File: config.mk
export PLATFORM = sky130hd
export DESIGN_NAME = adc_repeat_ctrl
export DESIGN_NICKNAME = d
export VERILOG_FILES = /design/src/include/adc_rpt_pkg.sv /design/src/verilog/adc_clk_div.sv /design/src/verilog/adc_repeat_ctrl.sv /design/src/verilog/adc_sar_core.sv
export SDC_FILE = /design/constraint.sdc
export NUM_CORES = 1
export LEC_CHECK = 0
export ABC_AREA = 1
export BUFFER_PORTS_ARGS = -buffer_cell sky130_fd_sc_hd__buf_2
export CORE_UTILIZATION = 40
export DETAILED_ROUTE_END_ITERATION = 12
export GPL_TIMING_DRIVEN = 0
export SYNTH_ARGS = -nofsm -noshare
export SYNTH_HDL_FRONTEND = slang
export SYNTH_SLANG_ARGS = --single-unit
File: constraint.sdc
create_clock -name I_CLK_SYS -period 4.2 [get_ports I_CLK_SYS]
set_input_delay 0.42 -clock I_CLK_SYS [delete_from_list [all_inputs] [get_ports I_CLK_SYS]]
set_output_delay 0.42 -clock I_CLK_SYS [all_outputs]
set_load 0.005 [all_outputs]
File: src/include/adc_rpt_pkg.sv
// Shared constants, types and timing figures of the repeat-mode converter control
package adc_rpt_pkg;

   // ----------------------------------------------------------------
   // Register map (word index; byte address is four times the index)
   // ----------------------------------------------------------------
   localparam int WB_ADR_W = 10;
   localparam logic [7:0] IDX_CTRL0 = 8'hD6;
   localparam logic [7:0] IDX_CTRL1 = 8'hD7;
   localparam logic [7:0] IDX_CTRL2 = 8'hD8;
   localparam logic [7:0] IDX_RESULT = 8'hD9;

   localparam logic [7:0] RST_CTRL0 = 8'h00;
   localparam logic [7:0] RST_CTRL1 = 8'h00;
   localparam logic [7:0] RST_CTRL2 = 8'h00;

   // ----------------------------------------------------------------
   // Field positions
   // ----------------------------------------------------------------
   localparam int PIN_LSB = 0;
   localparam int MODE_BIT = 3;
   localparam int GROUP_BIT = 4;
   localparam int TRIG_BIT = 5;
   localparam int RUN_BIT = 6;
   localparam int CKL_BIT = 7;
   localparam int RES_BIT = 3;
   localparam int CKH_BIT = 4;
   localparam int REF_BIT = 5;
   localparam int SH_BIT = 0;

   // ----------------------------------------------------------------
   // Conversion phases, in half converter-clock cycles
   // ----------------------------------------------------------------
   localparam logic [6:0] HALF_SAMPLE_FIRST = 7'h08;
   localparam logic [6:0] HALF_CMP_FIRST_NSH = 7'h04;
   localparam logic [6:0] HALF_CMP_FIRST_SH = 7'h05;
   localparam logic [6:0] HALF_SAMPLE_NEXT_NSH = 7'h05;
   localparam logic [6:0] HALF_SAMPLE_NEXT_SH = 7'h00;
   localparam logic [6:0] HALF_CMP_NEXT = 7'h05;
   localparam logic [6:0] HALF_END_NSH = 7'h10;
   localparam logic [6:0] HALF_END_SH = 7'h08;
   localparam logic [3:0] BITS_8 = 4'h8;
   localparam logic [3:0] BITS_10 = 4'hA;

   typedef enum logic [1:0] {
      CKS_DIV4 = 2'h0,
      CKS_DIV2 = 2'h1,
      CKS_DIV1 = 2'h2,
      CKS_FAST = 2'h3
   } cks_t;

   function automatic logic [6:0] first_bound(input logic sh);
      first_bound = HALF_SAMPLE_FIRST + (sh ? HALF_CMP_FIRST_SH : HALF_CMP_FIRST_NSH);
   endfunction : first_bound

   function automatic logic [6:0] bit_period(input logic sh);
      bit_period = (sh ? HALF_SAMPLE_NEXT_SH : HALF_SAMPLE_NEXT_NSH) + HALF_CMP_NEXT;
   endfunction : bit_period

   function automatic logic [6:0] conv_total(input logic sh, input logic ten);
      logic [6:0] later;
      later = bit_period(sh) * (ten ? 7'h09 : 7'h07);
      conv_total = first_bound(sh) + later + (sh ? HALF_END_SH : HALF_END_NSH);
   endfunction : conv_total

endpackage : adc_rpt_pkg

File: src/verilog/adc_clk_div.sv
// Converter clock divider producing half-cycle advance steps
`timescale 1ns/1ps
module adc_clk_div
   import adc_rpt_pkg::*;
#(
   parameter int FAST_HALF = 1
) (
   input wire logic i_clk,
   input wire logic i_rst_n,
   input wire cks_t i_sel,
   input wire logic i_run,
   output logic [1:0] o_step
);
   if (FAST_HALF < 1 || FAST_HALF > 255) begin : g_bad_fast
      $error("FAST_HALF out of range");
   end

   logic [7:0] cnt_r;
   logic [7:0] half_len;
   logic [1:0] weight;

   assign half_len = (i_sel == CKS_DIV4) ? 8'h02 :
                     (i_sel == CKS_FAST) ? 8'(FAST_HALF) : 8'h01;
   // Undivided clock is faster than one half step per cycle, so it advances two
   assign weight = (i_sel == CKS_DIV1) ? 2'h2 : 2'h1;

   always_ff @(posedge i_clk or negedge i_rst_n) begin
      if (!i_rst_n) begin
         cnt_r <= 8'h00;
         o_step <= 2'h0;
      end else if (!i_run || cnt_r >= half_len - 8'h01) begin
         cnt_r <= 8'h00;
         o_step <= i_run ? weight : 2'h0;
      end else begin
         cnt_r <= cnt_r + 8'h01;
         o_step <= 2'h0;
      end
   end

   a_div4_spacing: assert property (@(posedge i_clk) disable iff (!i_rst_n)
      (i_sel == CKS_DIV4 && $stable(i_sel) && i_run && o_step != 2'h0) |=> (o_step == 2'h0))
      else $error("divide-by-four step came too soon");

endmodule : adc_clk_div

File: src/verilog/adc_repeat_ctrl.sv
// Converter control: registers, triggering, phase sequencing and result capture
//
// Local design decision: register access over Wishbone.
`timescale 1ns/1ps

// Contract
// - repeat mode reconverts selected input continuously
// - software trigger starts on run write
// - timer request starts when run set
// - repeat mode never self-clears run
// - repeat mode raises no completion request
// - pin codes 100..111 pick inputs 8..11
// - pin select only with group enabled
// - control writes mid-conversion spoil result
// - two select bits choose converter clock
// - sample-hold gives 28 or 33 cycles
// - sample-hold chosen before starting conversion
// - plain timing 4/2/2.5/2.5/8 cycles
// - sample-hold timing 4/2.5/0/2.5/4 cycles
// - each result lands in result register
// - resolution bit selects 10 or 8 bits
// - clearing run aborts, result undefined
module adc_repeat_ctrl
   import adc_rpt_pkg::*;
#(
   parameter int FAST_HALF = 1
) (
   input wire logic I_CLK_SYS,
   input wire logic I_RST_N,
   input wire logic I_WB_CYC,
   input wire logic I_WB_STB,
   input wire logic I_WB_WE,
   input wire logic [WB_ADR_W-1:0] I_WB_ADR,
   input wire logic [3:0] I_WB_SEL,
   input wire logic [31:0] I_WB_DAT,
   output logic [31:0] O_WB_DAT,
   output logic O_WB_ACK,
   input wire logic I_TIMER_IRQ,
   input wire logic I_CMP_HIGH,
   output logic [9:0] O_DAC_CODE,
   output logic [3:0] O_INPUT_SEL,
   output logic O_SAMPLE,
   output logic O_HOLD_EN,
   output logic O_REF_CONNECT,
   output logic O_BUSY
);
   if (FAST_HALF < 1 || FAST_HALF > 255) begin : g_bad_fast
      $error("FAST_HALF out of range");
   end

   typedef enum logic [1:0] {
      ST_IDLE,
      ST_CONV
   } state_t;

   // ----------------------------------------------------------------
   // Bus slave
   // ----------------------------------------------------------------
   logic ack_r;
   logic [31:0] rdata_r;
   logic [7:0] ctrl0_r;
   logic [7:0] ctrl1_r;
   logic [7:0] ctrl2_r;
   logic [9:0] result_r;
   logic run_r;
   logic run_nxt;

   wire [7:0] reg_idx = I_WB_ADR[WB_ADR_W-1:2];
   wire req = I_WB_CYC & I_WB_STB;
   wire hit0 = (reg_idx == IDX_CTRL0);
   wire hit1 = (reg_idx == IDX_CTRL1);
   wire hit2 = (reg_idx == IDX_CTRL2);
   wire hit_res = (reg_idx == IDX_RESULT);
   // Writes commit on the edge where the master sees the acknowledge
   wire wr_lane = req & I_WB_WE & ack_r & I_WB_SEL[0];
   wire wr0 = wr_lane & hit0;
   wire wr1 = wr_lane & hit1;
   wire wr2 = wr_lane & hit2;
   wire [7:0] ctrl0_view = {ctrl0_r[7], run_r, ctrl0_r[5:0]};
   wire [31:0] rd_mux = hit0 ? {24'h000000, ctrl0_view} :
                        hit1 ? {24'h000000, ctrl1_r} :
                        hit2 ? {24'h000000, ctrl2_r} :
                        hit_res ? {22'h000000, result_r} : 32'h00000000;

   always_ff @(posedge I_CLK_SYS or negedge I_RST_N) begin
      if (!I_RST_N) begin
         ack_r <= 1'b0;
         rdata_r <= 32'h00000000;
      end else begin
         ack_r <= req & ~ack_r;
         rdata_r <= (req & ~ack_r) ? rd_mux : 32'h00000000;
      end
   end

   always_ff @(posedge I_CLK_SYS or negedge I_RST_N) begin
      if (!I_RST_N) begin
         ctrl0_r <= RST_CTRL0;
         ctrl1_r <= RST_CTRL1;
         ctrl2_r <= RST_CTRL2;
      end else begin
         if (wr0) begin
            ctrl0_r <= I_WB_DAT[7:0];
         end
         if (wr1) begin
            ctrl1_r <= I_WB_DAT[7:0];
         end
         if (wr2) begin
            ctrl2_r <= I_WB_DAT[7:0];
         end
      end
   end

   // ----------------------------------------------------------------
   // Control field decode
   // ----------------------------------------------------------------
   wire [2:0] pin_sel = ctrl0_r[PIN_LSB +: 3];
   wire repeat_md = ctrl0_r[MODE_BIT];
   wire group_en = ctrl0_r[GROUP_BIT];
   wire trig_timer = ctrl0_r[TRIG_BIT];
   wire ten_bit = ctrl1_r[RES_BIT];
   wire sh_en = ctrl2_r[SH_BIT];
   wire cks_t cks_sel = cks_t'({ctrl1_r[CKH_BIT], ctrl0_r[CKL_BIT]});

   // ----------------------------------------------------------------
   // Trigger and sequencing
   // ----------------------------------------------------------------
   state_t state_r;
   state_t state_nxt;
   logic timer_q;
   logic [1:0] step;
   logic [6:0] cnt_r;
   logic [6:0] bound_r;
   logic [6:0] total_r;
   logic [3:0] bits_left_r;
   logic [9:0] core_result;
   logic [9:0] core_dac;
   logic sample_r;

   wire timer_rise = I_TIMER_IRQ & ~timer_q;
   wire busy = (state_r == ST_CONV);
   wire [6:0] cnt_sum = cnt_r + {5'h00, step};
   wire bit_hit = busy && bits_left_r != 4'h0 && cnt_sum >= bound_r;
   wire conv_done = busy && bits_left_r == 4'h0 && cnt_sum >= total_r;

   wire sw_start = wr0 & I_WB_DAT[RUN_BIT] & ~I_WB_DAT[TRIG_BIT];
   wire hw_start = run_r & trig_timer & timer_rise;
   wire first_start = (state_r == ST_IDLE) & (sw_start | hw_start);
   wire again = conv_done & repeat_md & run_nxt;
   wire restart = first_start | again;

   // only one-shot completion clears run; a write in the same cycle wins
   always_comb begin
      run_nxt = run_r;
      if (conv_done && !repeat_md) begin
         run_nxt = 1'b0;
      end
      if (wr0) begin
         run_nxt = I_WB_DAT[RUN_BIT];
      end
   end

   always_comb begin
      state_nxt = state_r;
      unique case (state_r)
         ST_IDLE: begin
            if (first_start) begin
               state_nxt = ST_CONV;
            end
         end
         ST_CONV: begin
            if (!run_nxt || (conv_done && !again)) begin
               state_nxt = ST_IDLE;
            end
         end
      endcase
   end

   always_ff @(posedge I_CLK_SYS or negedge I_RST_N) begin
      if (!I_RST_N) begin
         state_r <= ST_IDLE;
         run_r <= 1'b0;
         timer_q <= 1'b0;
      end else begin
         state_r <= state_nxt;
         run_r <= run_nxt;
         timer_q <= I_TIMER_IRQ;
      end
   end

   // cycle budget fixed by sample-hold and width
   always_ff @(posedge I_CLK_SYS or negedge I_RST_N) begin
      if (!I_RST_N) begin
         cnt_r <= 7'h00;
         bound_r <= 7'h00;
         total_r <= 7'h00;
         bits_left_r <= 4'h0;
      end else if (restart) begin
         cnt_r <= 7'h00;
         bound_r <= first_bound(sh_en);
         total_r <= conv_total(sh_en, ten_bit);
         bits_left_r <= ten_bit ? BITS_10 : BITS_8;
      end else if (busy) begin
         cnt_r <= cnt_sum;
         if (bit_hit) begin
            bound_r <= bound_r + bit_period(sh_en);
            bits_left_r <= bits_left_r - 4'h1;
         end
      end
   end

   // Sampling lasts while more than a comparison slot remains before the bit ends
   wire first_bit = busy && (bits_left_r == (ten_bit ? BITS_10 : BITS_8));
   wire [6:0] cmp_len = first_bit ? (first_bound(sh_en) - HALF_SAMPLE_FIRST) : HALF_CMP_NEXT;
   wire sample_now = busy && bits_left_r != 4'h0 && (bound_r - cnt_r) > cmp_len;

   always_ff @(posedge I_CLK_SYS or negedge I_RST_N) begin
      if (!I_RST_N) begin
         sample_r <= 1'b0;
      end else begin
         sample_r <= sample_now & ~restart;
      end
   end

   // ----------------------------------------------------------------
   // Clock divider and approximation register
   // ----------------------------------------------------------------
   adc_clk_div #(
      .FAST_HALF(FAST_HALF)
   ) u_div (
      .i_clk(I_CLK_SYS),
      .i_rst_n(I_RST_N),
      .i_sel(cks_sel),
      .i_run(busy & ~restart),
      .o_step(step)
   );

   adc_sar_core u_sar (
      .i_clk(I_CLK_SYS),
      .i_rst_n(I_RST_N),
      .i_start(restart),
      .i_bit(bit_hit),
      .i_ten(ten_bit),
      .i_cmp(I_CMP_HIGH),
      .o_dac(core_dac),
      .o_result(core_result)
   );

   // ----------------------------------------------------------------
   // Result and pin outputs
   // ----------------------------------------------------------------
   // upper pin codes map to inputs
   wire [3:0] pin_onehot = (group_en && pin_sel[2]) ? (4'h1 << pin_sel[1:0]) : 4'h0;

   always_ff @(posedge I_CLK_SYS or negedge I_RST_N) begin
      if (!I_RST_N) begin
         result_r <= 10'h000;
         O_INPUT_SEL <= 4'h0;
         O_HOLD_EN <= 1'b0;
         O_REF_CONNECT <= 1'b0;
         O_BUSY <= 1'b0;
      end else begin
         if (conv_done) begin
            result_r <= core_result;
         end
         O_INPUT_SEL <= pin_onehot;
         O_HOLD_EN <= sh_en;
         O_REF_CONNECT <= ctrl1_r[REF_BIT];
         O_BUSY <= busy;
      end
   end

   assign O_WB_ACK = ack_r;
   assign O_WB_DAT = rdata_r;
   assign O_DAC_CODE = core_dac;
   assign O_SAMPLE = sample_r;

   // ----------------------------------------------------------------
   // Checks
   // ----------------------------------------------------------------
   a_repeat_restart: assert property (@(posedge I_CLK_SYS) disable iff (!I_RST_N)
      (conv_done && repeat_md && run_r && !wr0) |=> (state_r == ST_CONV && cnt_r == 7'h00))
      else $error("repeat mode did not restart conversion");

   a_soft_start: assert property (@(posedge I_CLK_SYS) disable iff (!I_RST_N)
      (state_r == ST_IDLE && sw_start) |=> (state_r == ST_CONV) ##1 O_BUSY)
      else $error("software start not honoured");

   a_timer_start: assert property (@(posedge I_CLK_SYS) disable iff (!I_RST_N)
      (state_r == ST_IDLE && !wr0 && (!run_r || !trig_timer)) |=> (state_r == ST_IDLE || $past(sw_start)))
      else $error("conversion began without a trigger");

   a_run_kept: assert property (@(posedge I_CLK_SYS) disable iff (!I_RST_N)
      (repeat_md && run_r && !wr0) |=> run_r)
      else $error("run cleared by hardware in repeat mode");

   a_pin_select: assert property (@(posedge I_CLK_SYS) disable iff (!I_RST_N)
      (!group_en && $stable(ctrl0_r)) |=> (O_INPUT_SEL == 4'h0))
      else $error("input selected while group disabled");

   a_conv_length: assert property (@(posedge I_CLK_SYS) disable iff (!I_RST_N)
      conv_done |-> (cnt_sum >= total_r && total_r == conv_total(sh_en, ten_bit) && bits_left_r == 4'h0))
      else $error("conversion length wrong");

   a_result_update: assert property (@(posedge I_CLK_SYS) disable iff (!I_RST_N)
      conv_done |=> (result_r == $past(core_result)))
      else $error("result not replaced by newest conversion");

   a_stop_abort: assert property (@(posedge I_CLK_SYS) disable iff (!I_RST_N)
      (busy && wr0 && !I_WB_DAT[RUN_BIT]) |=> (state_r == ST_IDLE) ##1 !O_BUSY)
      else $error("clearing run did not stop conversion");

   a_sample_first: assert property (@(posedge I_CLK_SYS) disable iff (!I_RST_N)
      restart |-> ##2 O_SAMPLE)
      else $error("first bit did not open with sampling");

   a_plain_resample: assert property (@(posedge I_CLK_SYS) disable iff (!I_RST_N)
      (bit_hit && !sh_en && bits_left_r > 4'h1) |=> ##1 O_SAMPLE)
      else $error("later bit skipped its sampling phase");

   a_hold_no_resample: assert property (@(posedge I_CLK_SYS) disable iff (!I_RST_N)
      (busy && sh_en && !first_bit) |=> !O_SAMPLE)
      else $error("later bit sampled with sample-hold on");

   a_run_write: assert property (@(posedge I_CLK_SYS) disable iff (!I_RST_N)
      wr0 |=> (run_r == $past(I_WB_DAT[RUN_BIT])))
      else $error("run flag did not follow software write");

   a_pin_top: assert property (@(posedge I_CLK_SYS) disable iff (!I_RST_N)
      (group_en && pin_sel == 3'h7) |=> (O_INPUT_SEL == 4'h8))
      else $error("top pin code did not pick the last input");

endmodule : adc_repeat_ctrl

File: src/verilog/adc_sar_core.sv
// Successive-approximation register for 8- or 10-bit results
`timescale 1ns/1ps
module adc_sar_core (
   input wire logic i_clk,
   input wire logic i_rst_n,
   input wire logic i_start,
   input wire logic i_bit,
   input wire logic i_ten,
   input wire logic i_cmp,
   output logic [9:0] o_dac,
   output logic [9:0] o_result
);
   logic [9:0] mask_r;
   logic [9:0] first_mask;
   logic [9:0] keep;

   assign first_mask = i_ten ? 10'h200 : 10'h080;
   // Comparator high means the input is at or above the trial code
   assign keep = i_cmp ? o_dac : (o_dac & ~mask_r);
   assign o_result = o_dac;

   always_ff @(posedge i_clk or negedge i_rst_n) begin
      if (!i_rst_n) begin
         mask_r <= 10'h000;
         o_dac <= 10'h000;
      end else if (i_start) begin
         mask_r <= first_mask;
         o_dac <= first_mask;
      end else if (i_bit && mask_r != 10'h000) begin
         mask_r <= mask_r >> 1;
         o_dac <= keep | (mask_r >> 1);
      end
   end

endmodule : adc_sar_core
Yosys cells after proc, flatten, opt, wreduce, memory -nomap -nowiden
Cells that the tools add are included.
Operators by class
  bitwise gates (word level): 27
  multiply operators: 1
  order comparisons: 4
  muxes and demuxes: 36
  equal/unequal tests: 9
  reduce and logical (&&, ||, !) cells: 26
  $add $sub $neg: 11
  div/mod/pow operators: 0
  shift operators: 1
Operators with widths (number)
  $mux 10: 11
  $mux 7: 6
  $eq 8x8->1 const B: 4
  $mux 4: 5
  $and 1x1->1: 18
  $ge 7x7->1: 2
  $mux 2: 7
  $and 10x10->10: 1
  $logic_and 1x1->1: 10
  $not 10->10: 1
  $or 10x9->10: 1
  $reduce_bool 10->1: 1
  $add 8x1->8 const B: 1
  $ge 8x8->1: 1
  $mux 8: 1
  $sub 8x1->8 const B: 1
  $add 7x2->7: 1
  $add 7x4->7: 1
  $add 7x5->7: 1
  $add 7x7->7: 1
  $gt 7x7->1: 1
  $mul 7x4->7: 1
  $sub 7x7->7: 1
  $reduce_bool 2->1: 3
  other kinds (22): 34
Storage, ports and cells
  output and inout port bits: 51
  memories kept: 0
  bits in latches: 0
  RAM bits: 0
  register bits: 112
  bits in read-only memories: 0
  input bits: 53

Longest topological paths before layout
Gate-level depths: netlist of the first run.
  depth in word-level cells: 15
  gate-level depth with buffers: 23

By module
A second synthesis of the first run with hierarchy kept.
Second synthesis, totals
  cells, all modules: 705
  area total of the unflattened synthesis: 6103.4 µm²
Modules (own cells, without submodules)
  adc_repeat_ctrl: sequential area each 1951.9 µm², instances 1, area an instance 4551.9 µm², cells an instance 519
  adc_sar_core: sequential area each 500.5 µm², instances 1, area an instance 1156.1 µm², cells an instance 152
  adc_clk_div: sequential area each 250.2 µm², instances 1, area an instance 395.4 µm², cells an instance 34

Worst setup path before layout of the first run
No wires, ideal clock.
  path kind: reg2reg
  from: register cnt_r[0]
  to: register u_sar.o_dac[9]
  slack: 1190 ps
  arrival: 2891 ps
  stages on the path, launching flop included: 23
  clock period less this slack: 3010 ps
  buffers on the path: 2
  setup time: 118 ps
  path through: dfrtp_1 -> ha_1 -> inv_1 -> fa_1 -> nor2_1 -> nand2_1 -> nor3_1 -> xnor2_1 -> inv_1 -> ha_1 -> nand2_1 -> nor2_1 -> nand2_1 -> nand2_1 -> nand2_1 -> nor2_1 -> nand2_4 -> nand2_4 -> buf_6 -> inv_6 -> buf_8 -> nand3_1 -> nand2_1
On the way
  longest elaborated chain between the ends: 9
  elaborated cells between the ends (all ways): 14
  classes of those cells: 1 x add/sub; 2 x order compare; 3 x mux; 3 x bitwise; 5 x reduce/logical
RTL lines
  from (decl): RTL line adc_repeat_ctrl.sv:131  | logic [6:0] cnt_r;
  from (signal assigned): RTL line adc_repeat_ctrl.sv:203  | cnt_r <= cnt_sum;
  $add 7x2->7 (*): RTL line adc_repeat_ctrl.sv:141  | wire [6:0] cnt_sum = cnt_r + {5'h00, step};
  $ge 7x7->1: RTL line adc_repeat_ctrl.sv:143  | wire conv_done = busy && bits_left_r == 4'h0 && cnt_sum >= total_r;
  $logic_and 1x1->1: RTL line adc_repeat_ctrl.sv:143
  $logic_and 1x1->1: RTL line adc_repeat_ctrl.sv:154  | if (conv_done && !repeat_md) begin
  $mux 1: RTL line adc_repeat_ctrl.sv:154
  $mux 1: RTL line adc_repeat_ctrl.sv:157  | if (wr0) begin
  $and 1x1->1: RTL line adc_repeat_ctrl.sv:148  | wire again = conv_done & repeat_md & run_nxt;
  $or 1x1->1: RTL line adc_repeat_ctrl.sv:149  | wire restart = first_start | again;
  $mux 10 / $reduce_bool 2->1 (equally long branches)
  to (signal assigned): RTL line adc_sar_core.sv:28  | o_dac <= first_mask;
  to (signal assigned): RTL line adc_sar_core.sv:31  | o_dac <= keep | (mask_r >> 1);
  to (decl): RTL line adc_sar_core.sv:10  | output logic [9:0] o_dac,
Every way passes the cells marked *; elsewhere a longest branch is shown, timed or not.
A chain may end at the register's enable or synchronous reset.

Worst setup path in the final report of the first run
Ends and elaborated chain as after synthesis.

==> results_dict.tcl, run 1 <==
set metrics [dict create \
    status "finished, final reports clean" \
    ir_worst_vdd_uv 221 \
    wirelength_um 12800 \
    cp.arrival_ns 3.70 \
    start_kind "flip-flop" \
    synthFlopType "dfrtp_1" \
    fillers 1362 \
    wl_met2_um 6270 \
    r2r_cells 22 \
    synth_seq_area_share_pct 47.4 \
    drc 0 \
    synth.distinct_cells 40 \
    r2r_start "cnt_r[0]" \
    yosysMostFrequentCell "nand2_1" \
    finClkSkew_ns 0.00881 \
    portBuffers 51 \
    p_per_area_nw_per_um2 292 \
    postCtsResizedCells 0 \
    place.gp.congestion 0.825 \
    synthCells 665 \
    antennaDiodeCount 0 \
    area_growth_pct 15.6 \
    clk_pin_slew_ns 0.07 \
    grt_overflow_total 0 \
    drv_cap 0 \
    synth_area_leaders "dfrtp_1, nand2_1, ha_1" \
    rsz0062_at_grt "no" \
    place_hpwl_um 9590 \
    dpl_cell_area_um2 6310 \
    dp_slack_ns 0.762 \
    hold_class "in2async" \
    drive_gt1_share_pct 17.4 \
    async_reset_ff_share_pct 100 \
    yosys-top-cells-count "nand2_1, dfrtp_1, inv_1, o21ai_0, ha_1" \
    finalSetupViolCount 0 \
    synth_edf_count 0 \
    h-tree-depth 3 \
    synth_seq_cells 108 \
    critPathCaptureType "flip-flop" \
    grt_pass1_wl_um 21800 \
    dr_wl_met3_um 546 \
    row_count 43 \
    start_util_pct 41.1 \
    grt_pass1_vias 4520 \
    period_share_pct 82.2 \
    ys_warn_count 0 \
    rr_endpoint "u_sar.o_dac[9]" \
    slew_headroom_pct 47.4 \
    netlist.area_leader.share_pct 47.4 \
    cts.sinks 108 \
    final.setup.tns_ns 0 \
    final_antenna_net_count 0 \
    netlist_area_um2 5700 \
    cts_buffers 9 \
    drt_iter0_markers 207 \
    gr-usage-all-layers_pct 19.1 \
    top_layer_used "met4" \
    die_w_um 121 \
    worst_slack_ns 0.749 \
    syn_area_per_cell_um2 8.58 \
    grt_max_degree 60 \
    drtPass1Iterations 4 \
    routed_via_density 4.84 \
    clkLatencyLatePin_ns 0.36 \
    postCtsSetupRepairBufs 0 \
    wl_per_cell_um 13.6 \
    die_h_um 121 \
    dieArea_um2 14700 \
    drt-met1-wl_um 5700 \
    slew_viol_final 0 \
    yosysTopAreaCell "dfrtp_1" \
    fmax_mhz 290 \
    core_area_um2 13900 \
    clk_path_buf_depth 2 \
    io_pins 104 \
    antenna_found_initial 0 \
    worst_pin_slew_ns 0.789 \
    hold_viol 0 \
    final_nets 844 \
    min_period_ns 3.45 \
    worst-path-max-fanout 10 \
    num_vias 4548 \
    final_area_um2 6590 \
    cts-root-buf "clkbuf_16" \
    criticalPathCategory "reg2reg" \
    whs_ns 0.158 \
    leakage_nw 3.47 \
    tritoncts "yes" \
    cts-hold-fix-buffers 0 \
    reg2reg_slack_ns 0.75 \
    required_ns 4.45 \
]
==> registers in the layout, indices dropped and copies added, names as in the netlist, 2 cells and up <==
register / flops
ctrl1_r: 8
O_INPUT_SEL: 4
u_sar.o_dac: 10
bound_r: 7
u_div.o_step: 2
u_sar.mask_r: 10
u_div.cnt_r: 8
cnt_r: 7
bits_left_r: 4
ctrl2_r: 8
result_r: 10
ctrl0_r: 7
total_r: 5
O_WB_DAT: 10
==> metal layers <==
metal	global-route usage, %	vias to the layer above
li1	-	2273
met1	24.6	2156
met2	31.2	100
met3	4.14	19
met4	7.72	0
met5	0	-
==> logic make-up after synthesis <==
logic type | synth area share [%]
simple gates | 22.9
buf+inv | 9.63
flops | 47.4
compound gates | 8.14
fa+ha+maj | 8.51
xor+xnor | 1.84
mux | 1.58
other cells | 0.0657
==> layout make-up <==
class                   instances  area (µm²)  share of cell area, %
multi-input cells             467        2550                   38.7
well taps                     180         225                   3.42
clock buffers                  10         239                   3.63
clock inverters                 6        40.0                  0.607
plain buffers                  36         244                   3.70
repair buffers                 52         285                   4.33
flip-flops and latches        108        2700                   41.0
inverters                      80         305                   4.63
==> cell usage in the layout (no fill, tap or decap), types with 2 or more instances in the layout <==
| master | netlist | layout |
|---|---|---|
| a21oi_1 | 21 | 21 |
| nor2_2 | 7 | 7 |
| a211oi_1 | 2 | 2 |
| nand2_4 | 2 | 2 |
| nand3_1 | 30 | 30 |
| nor4_1 | 3 | 3 |
| buf_2 | 3 | 53 |
| nand4_1 | 13 | 13 |
| clkinv_4 | 0 | 2 |
| buf_4 | 23 | 24 |
| nand3b_1 | 2 | 2 |
| o21ai_0 | 48 | 48 |
| ha_1 | 34 | 34 |
| mux2_2 | 8 | 8 |
| fa_1 | 3 | 3 |
| clkinv_1 | 2 | 2 |
| nor2_1 | 32 | 32 |
| or2_2 | 3 | 3 |
| nor2_4 | 2 | 2 |
| a31oi_1 | 10 | 10 |
| clkbuf_16 | 0 | 9 |
| xor2_1 | 5 | 5 |
| clkinv_2 | 0 | 3 |
| inv_2 | 4 | 4 |
| clkbuf_1 | 7 | 7 |
| o21ai_2 | 2 | 2 |
| nand2_1 | 183 | 183 |
| xnor2_1 | 7 | 7 |
| nor3_1 | 11 | 11 |
| conb_1 | 1 | 27 |
| dfrtp_1 | 108 | 108 |
| nand2_2 | 6 | 6 |
| inv_1 | 73 | 73 |
==> worst max-delay path, cell delays in order (launching register included) <==
cell and delay [ns]:
dfrtp_1 0.39, ha_1 0.20, inv_1 0.06, fa_1 0.41, nor2_1 0.14, nand2_1 0.09, nor3_1 0.18, xnor2_1 0.14
inv_1 0.10, ha_1 0.31, nand2_1 0.07, nor2_1 0.10, nand2_1 0.06, nand2_1 0.09, nand2_1 0.11, nor2_1 0.19
nand2_4 0.12, nand2_4 0.09, buf_6 0.16, inv_6 0.05, buf_8 0.15, nand3_1 0.06, nand2_1 0.05
==> power by group <==
group	leakage [nW]	internal [W]	switching (W)
Sequential	1.41	0.00104	0.00000178
Clock	0.138	0.000417	0.000387
Combinational	1.92	0.0000279	0.0000446
==> worst max-delay path by stage <==
stage | from | to | slack (ns) | cells after the start
after floorplan | cnt_r[0] | u_sar.o_dac[9] | 1.19 | 22
after global placement | cnt_r[0] | u_sar.o_dac[9] | 0.83 | 23
after detailed placement | cnt_r[0] | u_sar.o_dac[9] | 0.76 | 22
after CTS | cnt_r[0] | u_sar.o_dac[9] | 0.73 | 22
after global routing | cnt_r[0] | u_sar.o_dac[9] | 0.35 | 22
final | cnt_r[0] | u_sar.o_dac[9] | 0.75 | 22
==> through the flow <==
stage                     std cells  utilization, %  total power (W)
after global routing            939            47.5          0.00200
after global placement          922            45.3          0.00113
after floorplan                 691               -          0.00110
after detailed placement        923            45.5          0.00114
final                           939            47.5          0.00192
after CTS                       939            47.5          0.00196
No activity file was read; power rests on OpenSTA's default activity.
==> run 2: changes to the inputs <==
Clock period 4.2 ns to 2.8 ns, I/O delays scaled along.
==> results_dict.tcl, run 2 (synthesis gave the netlist of run 1 again) <==
set metrics [dict create \
    status "complete, but fails checks" \
    violations "negative setup slack" \
    hold_viol 0 \
    top_layer_used "met4" \
    io_pins 104 \
    p_per_area_nw_per_um2 435 \
    cp.arrival_ns 3.34 \
    place_hpwl_um 9630 \
    routed_via_density 4.91 \
    worstPathCellList "ha_4 > inv_2 > fa_2 > nor2_2 > nand2_2 > buf_4 > xor2_2 > inv_2 > ha_4 > nand2_1 > nand2_1 > a21oi_2 > nand2_2 > nand3_2 > nand2_2 > nand2_2 > nand2_4 > nand2_4 > buf_8 > inv_6 > clkbuf_16 > nand2_2 > nor2_2" \
    clk_path_buf_depth 2 \
    grt_pass1_vias 4814 \
    final_antenna_net_count 0 \
    crit_slowest_cell "fa_2" \
    min_period_ns 3.09 \
    place.gp.congestion 0.843 \
    final_util_pct 51.3 \
    drt-met1-wl_um 5860 \
    reg2reg_slack_ns -0.29 \
    die_w_um 121 \
    dieArea_um2 14700 \
    cts_buffers 9 \
    drive_gt1_share_pct 25.9 \
    criticalPathCategory "reg2reg" \
    ir_worst_vdd_uv 364 \
    setup.worst_path.end "bound_r[4]" \
    final_cell_mix "nand2_1, dfrtp_1, inv_1, buf_2, o21ai_0" \
    path_common_cell "nand2_2" \
    grt_pass1_wl_um 23000 \
    setup.worst_path.start "cnt_r[0]" \
    finClkSkew_ns 0.0105 \
    core_area_um2 13900 \
    h-tree-depth 3 \
    cts-root-buf "clkbuf_16" \
    critPathMaxStageDelay_ns 0.40 \
    start_util_pct 41.1 \
    worst-path-max-fanout 7 \
    layout_commonest_cell "nand2_1" \
    power.total_w 0.00310 \
    r2r_start "cnt_r[0]" \
    area_growth_pct 24.9 \
    slew_viol_final 0 \
    wl_per_cell_um 14.3 \
    portBuffers 51 \
    clk_pin_slew_ns 0.07 \
    worst_slack_ns -0.287 \
    drt_iter0_markers 415 \
    grt_max_degree 72 \
    antennaDiodeCount 0 \
    final_nets 862 \
    period_share_pct 110 \
    drv_cap 0 \
    die_h_um 121 \
    wl_met2_um 6870 \
    clkLatencyLatePin_ns 0.35 \
    tritoncts "yes" \
    row_count 43 \
    antenna_found_initial 0 \
    leakage_nw 3.72 \
    num_vias 4701 \
    hold_class "in2reg" \
    worst_pin_slew_ns 0.949 \
    finalSetupViolCount 54 \
    r2r_cells 23 \
    drc 0 \
    fmax_mhz 324 \
    critPathCaptureType "flip-flop" \
    required_ns 3.05 \
    gr-usage-all-layers_pct 20.2 \
    dr_wl_met3_um 617 \
    wirelength_um 13700 \
    grt_overflow_total 0 \
    start_kind "flip-flop" \
    rr_endpoint "bound_r[4]" \
    slew_headroom_pct 36.1 \
    cts.sinks 108 \
    drtPass1Iterations 4 \
    rsz0062_at_grt "yes" \
]
-- run 2: cell types whose count changed in the layout (fill, tap and decap cells not counted), moves of 4 or more --
cell and delta:
buf_4 +11, mux2_2 -6, nand2_1 -24, nand2_4 +6, buf_6 +4, nor2_1 -10
mux2_4 +6, nor2_2 +7, nand2_2 +18
-- run 2: how the worst min path moves through the flow --
stage / from / to / slack, ns / depth (start not counted)
6_report: I_TIMER_IRQ / timer_q / 0.07 / 1
5_1_grt: I_TIMER_IRQ / timer_q / 0.06 / 1
4_1_cts: I_TIMER_IRQ / timer_q / 0.06 / 1
3_5_place_dp: I_RST_N / result_r[4] / 0.30 / 1
3_3_place_gp: ctrl1_r[5] / O_REF_CONNECT / 0.41 / 0
2_1_floorplan: I_RST_N / O_BUSY / -0.02 / 0
-- run 2: final cells by class --
class,count,area (µm²)
Buffer,36,303
Inverter,80,305
Clock inverter,3,67.6
Sequential cell,108,2700
Multi-Input combinational cell,467,2800
Timing Repair Buffer,70,452
Clock buffer,13,270
Tap cell,180,225
Fill cell,1311,6750
-- run 2: per-layer routing --
layer  vias to the layer above  track usage [%]
met2                       103             34.3
met3                        28             4.23
li1                       2300                -
met1                      2270             25.7
met4                         0             6.48
met5                         -                0
-- run 2: what timing repair did --
item                                   CTS  global route
setup endpoints to repair               58            60
pin swaps                               14            29
hold buffers                             1             0
gates cloned                             2             1
gates resized for setup                 38            50
setup buffers                           11             3
endpoints found under the hold margin   37             0
-- run 2: worst max-delay path, delay by kind of cell (launching register included) --
| kind | cells | cell delay [ns] |
|---|---|---|
| and+or+nand+nor | 12 | 0.87 |
| xor gates and xnor gates | 1 | 0.14 |
| DFF | 1 | 0.39 |
| AOI/OAI and AO/OA | 1 | 0.16 |
| adders and majority gates | 3 | 0.77 |
| buffers and inverters | 6 | 0.65 |
-- run 2: per-stage QoR --
stage                     hold slack, ns  setup TNS [ns]  worst slack [ns]  cell area [µm²]  cells
after floorplan                  -0.0156          -0.422           -0.0827             5820    691
after global placement             0.410          -16.33            -0.433             6300    922
after detailed placement           0.296          -20.51            -0.506             6330    923
after CTS                         0.0643          -12.37            -0.287             6900    953
after global routing              0.0556          -21.88            -0.486             7130    957
final                             0.0738          -11.01            -0.287             7130    957
-- run 2: where the power goes --
| group | switching (W) | internal, W | total, W |
|---|---|---|---|
| Clock | 0.000563 | 0.000858 | 0.00142 |
| Sequential | 0.00000260 | 0.00157 | 0.00157 |
| Combinational | 0.0000684 | 0.0000430 | 0.000111 |
| Total | 0.000634 | 0.00247 | 0.00310 |
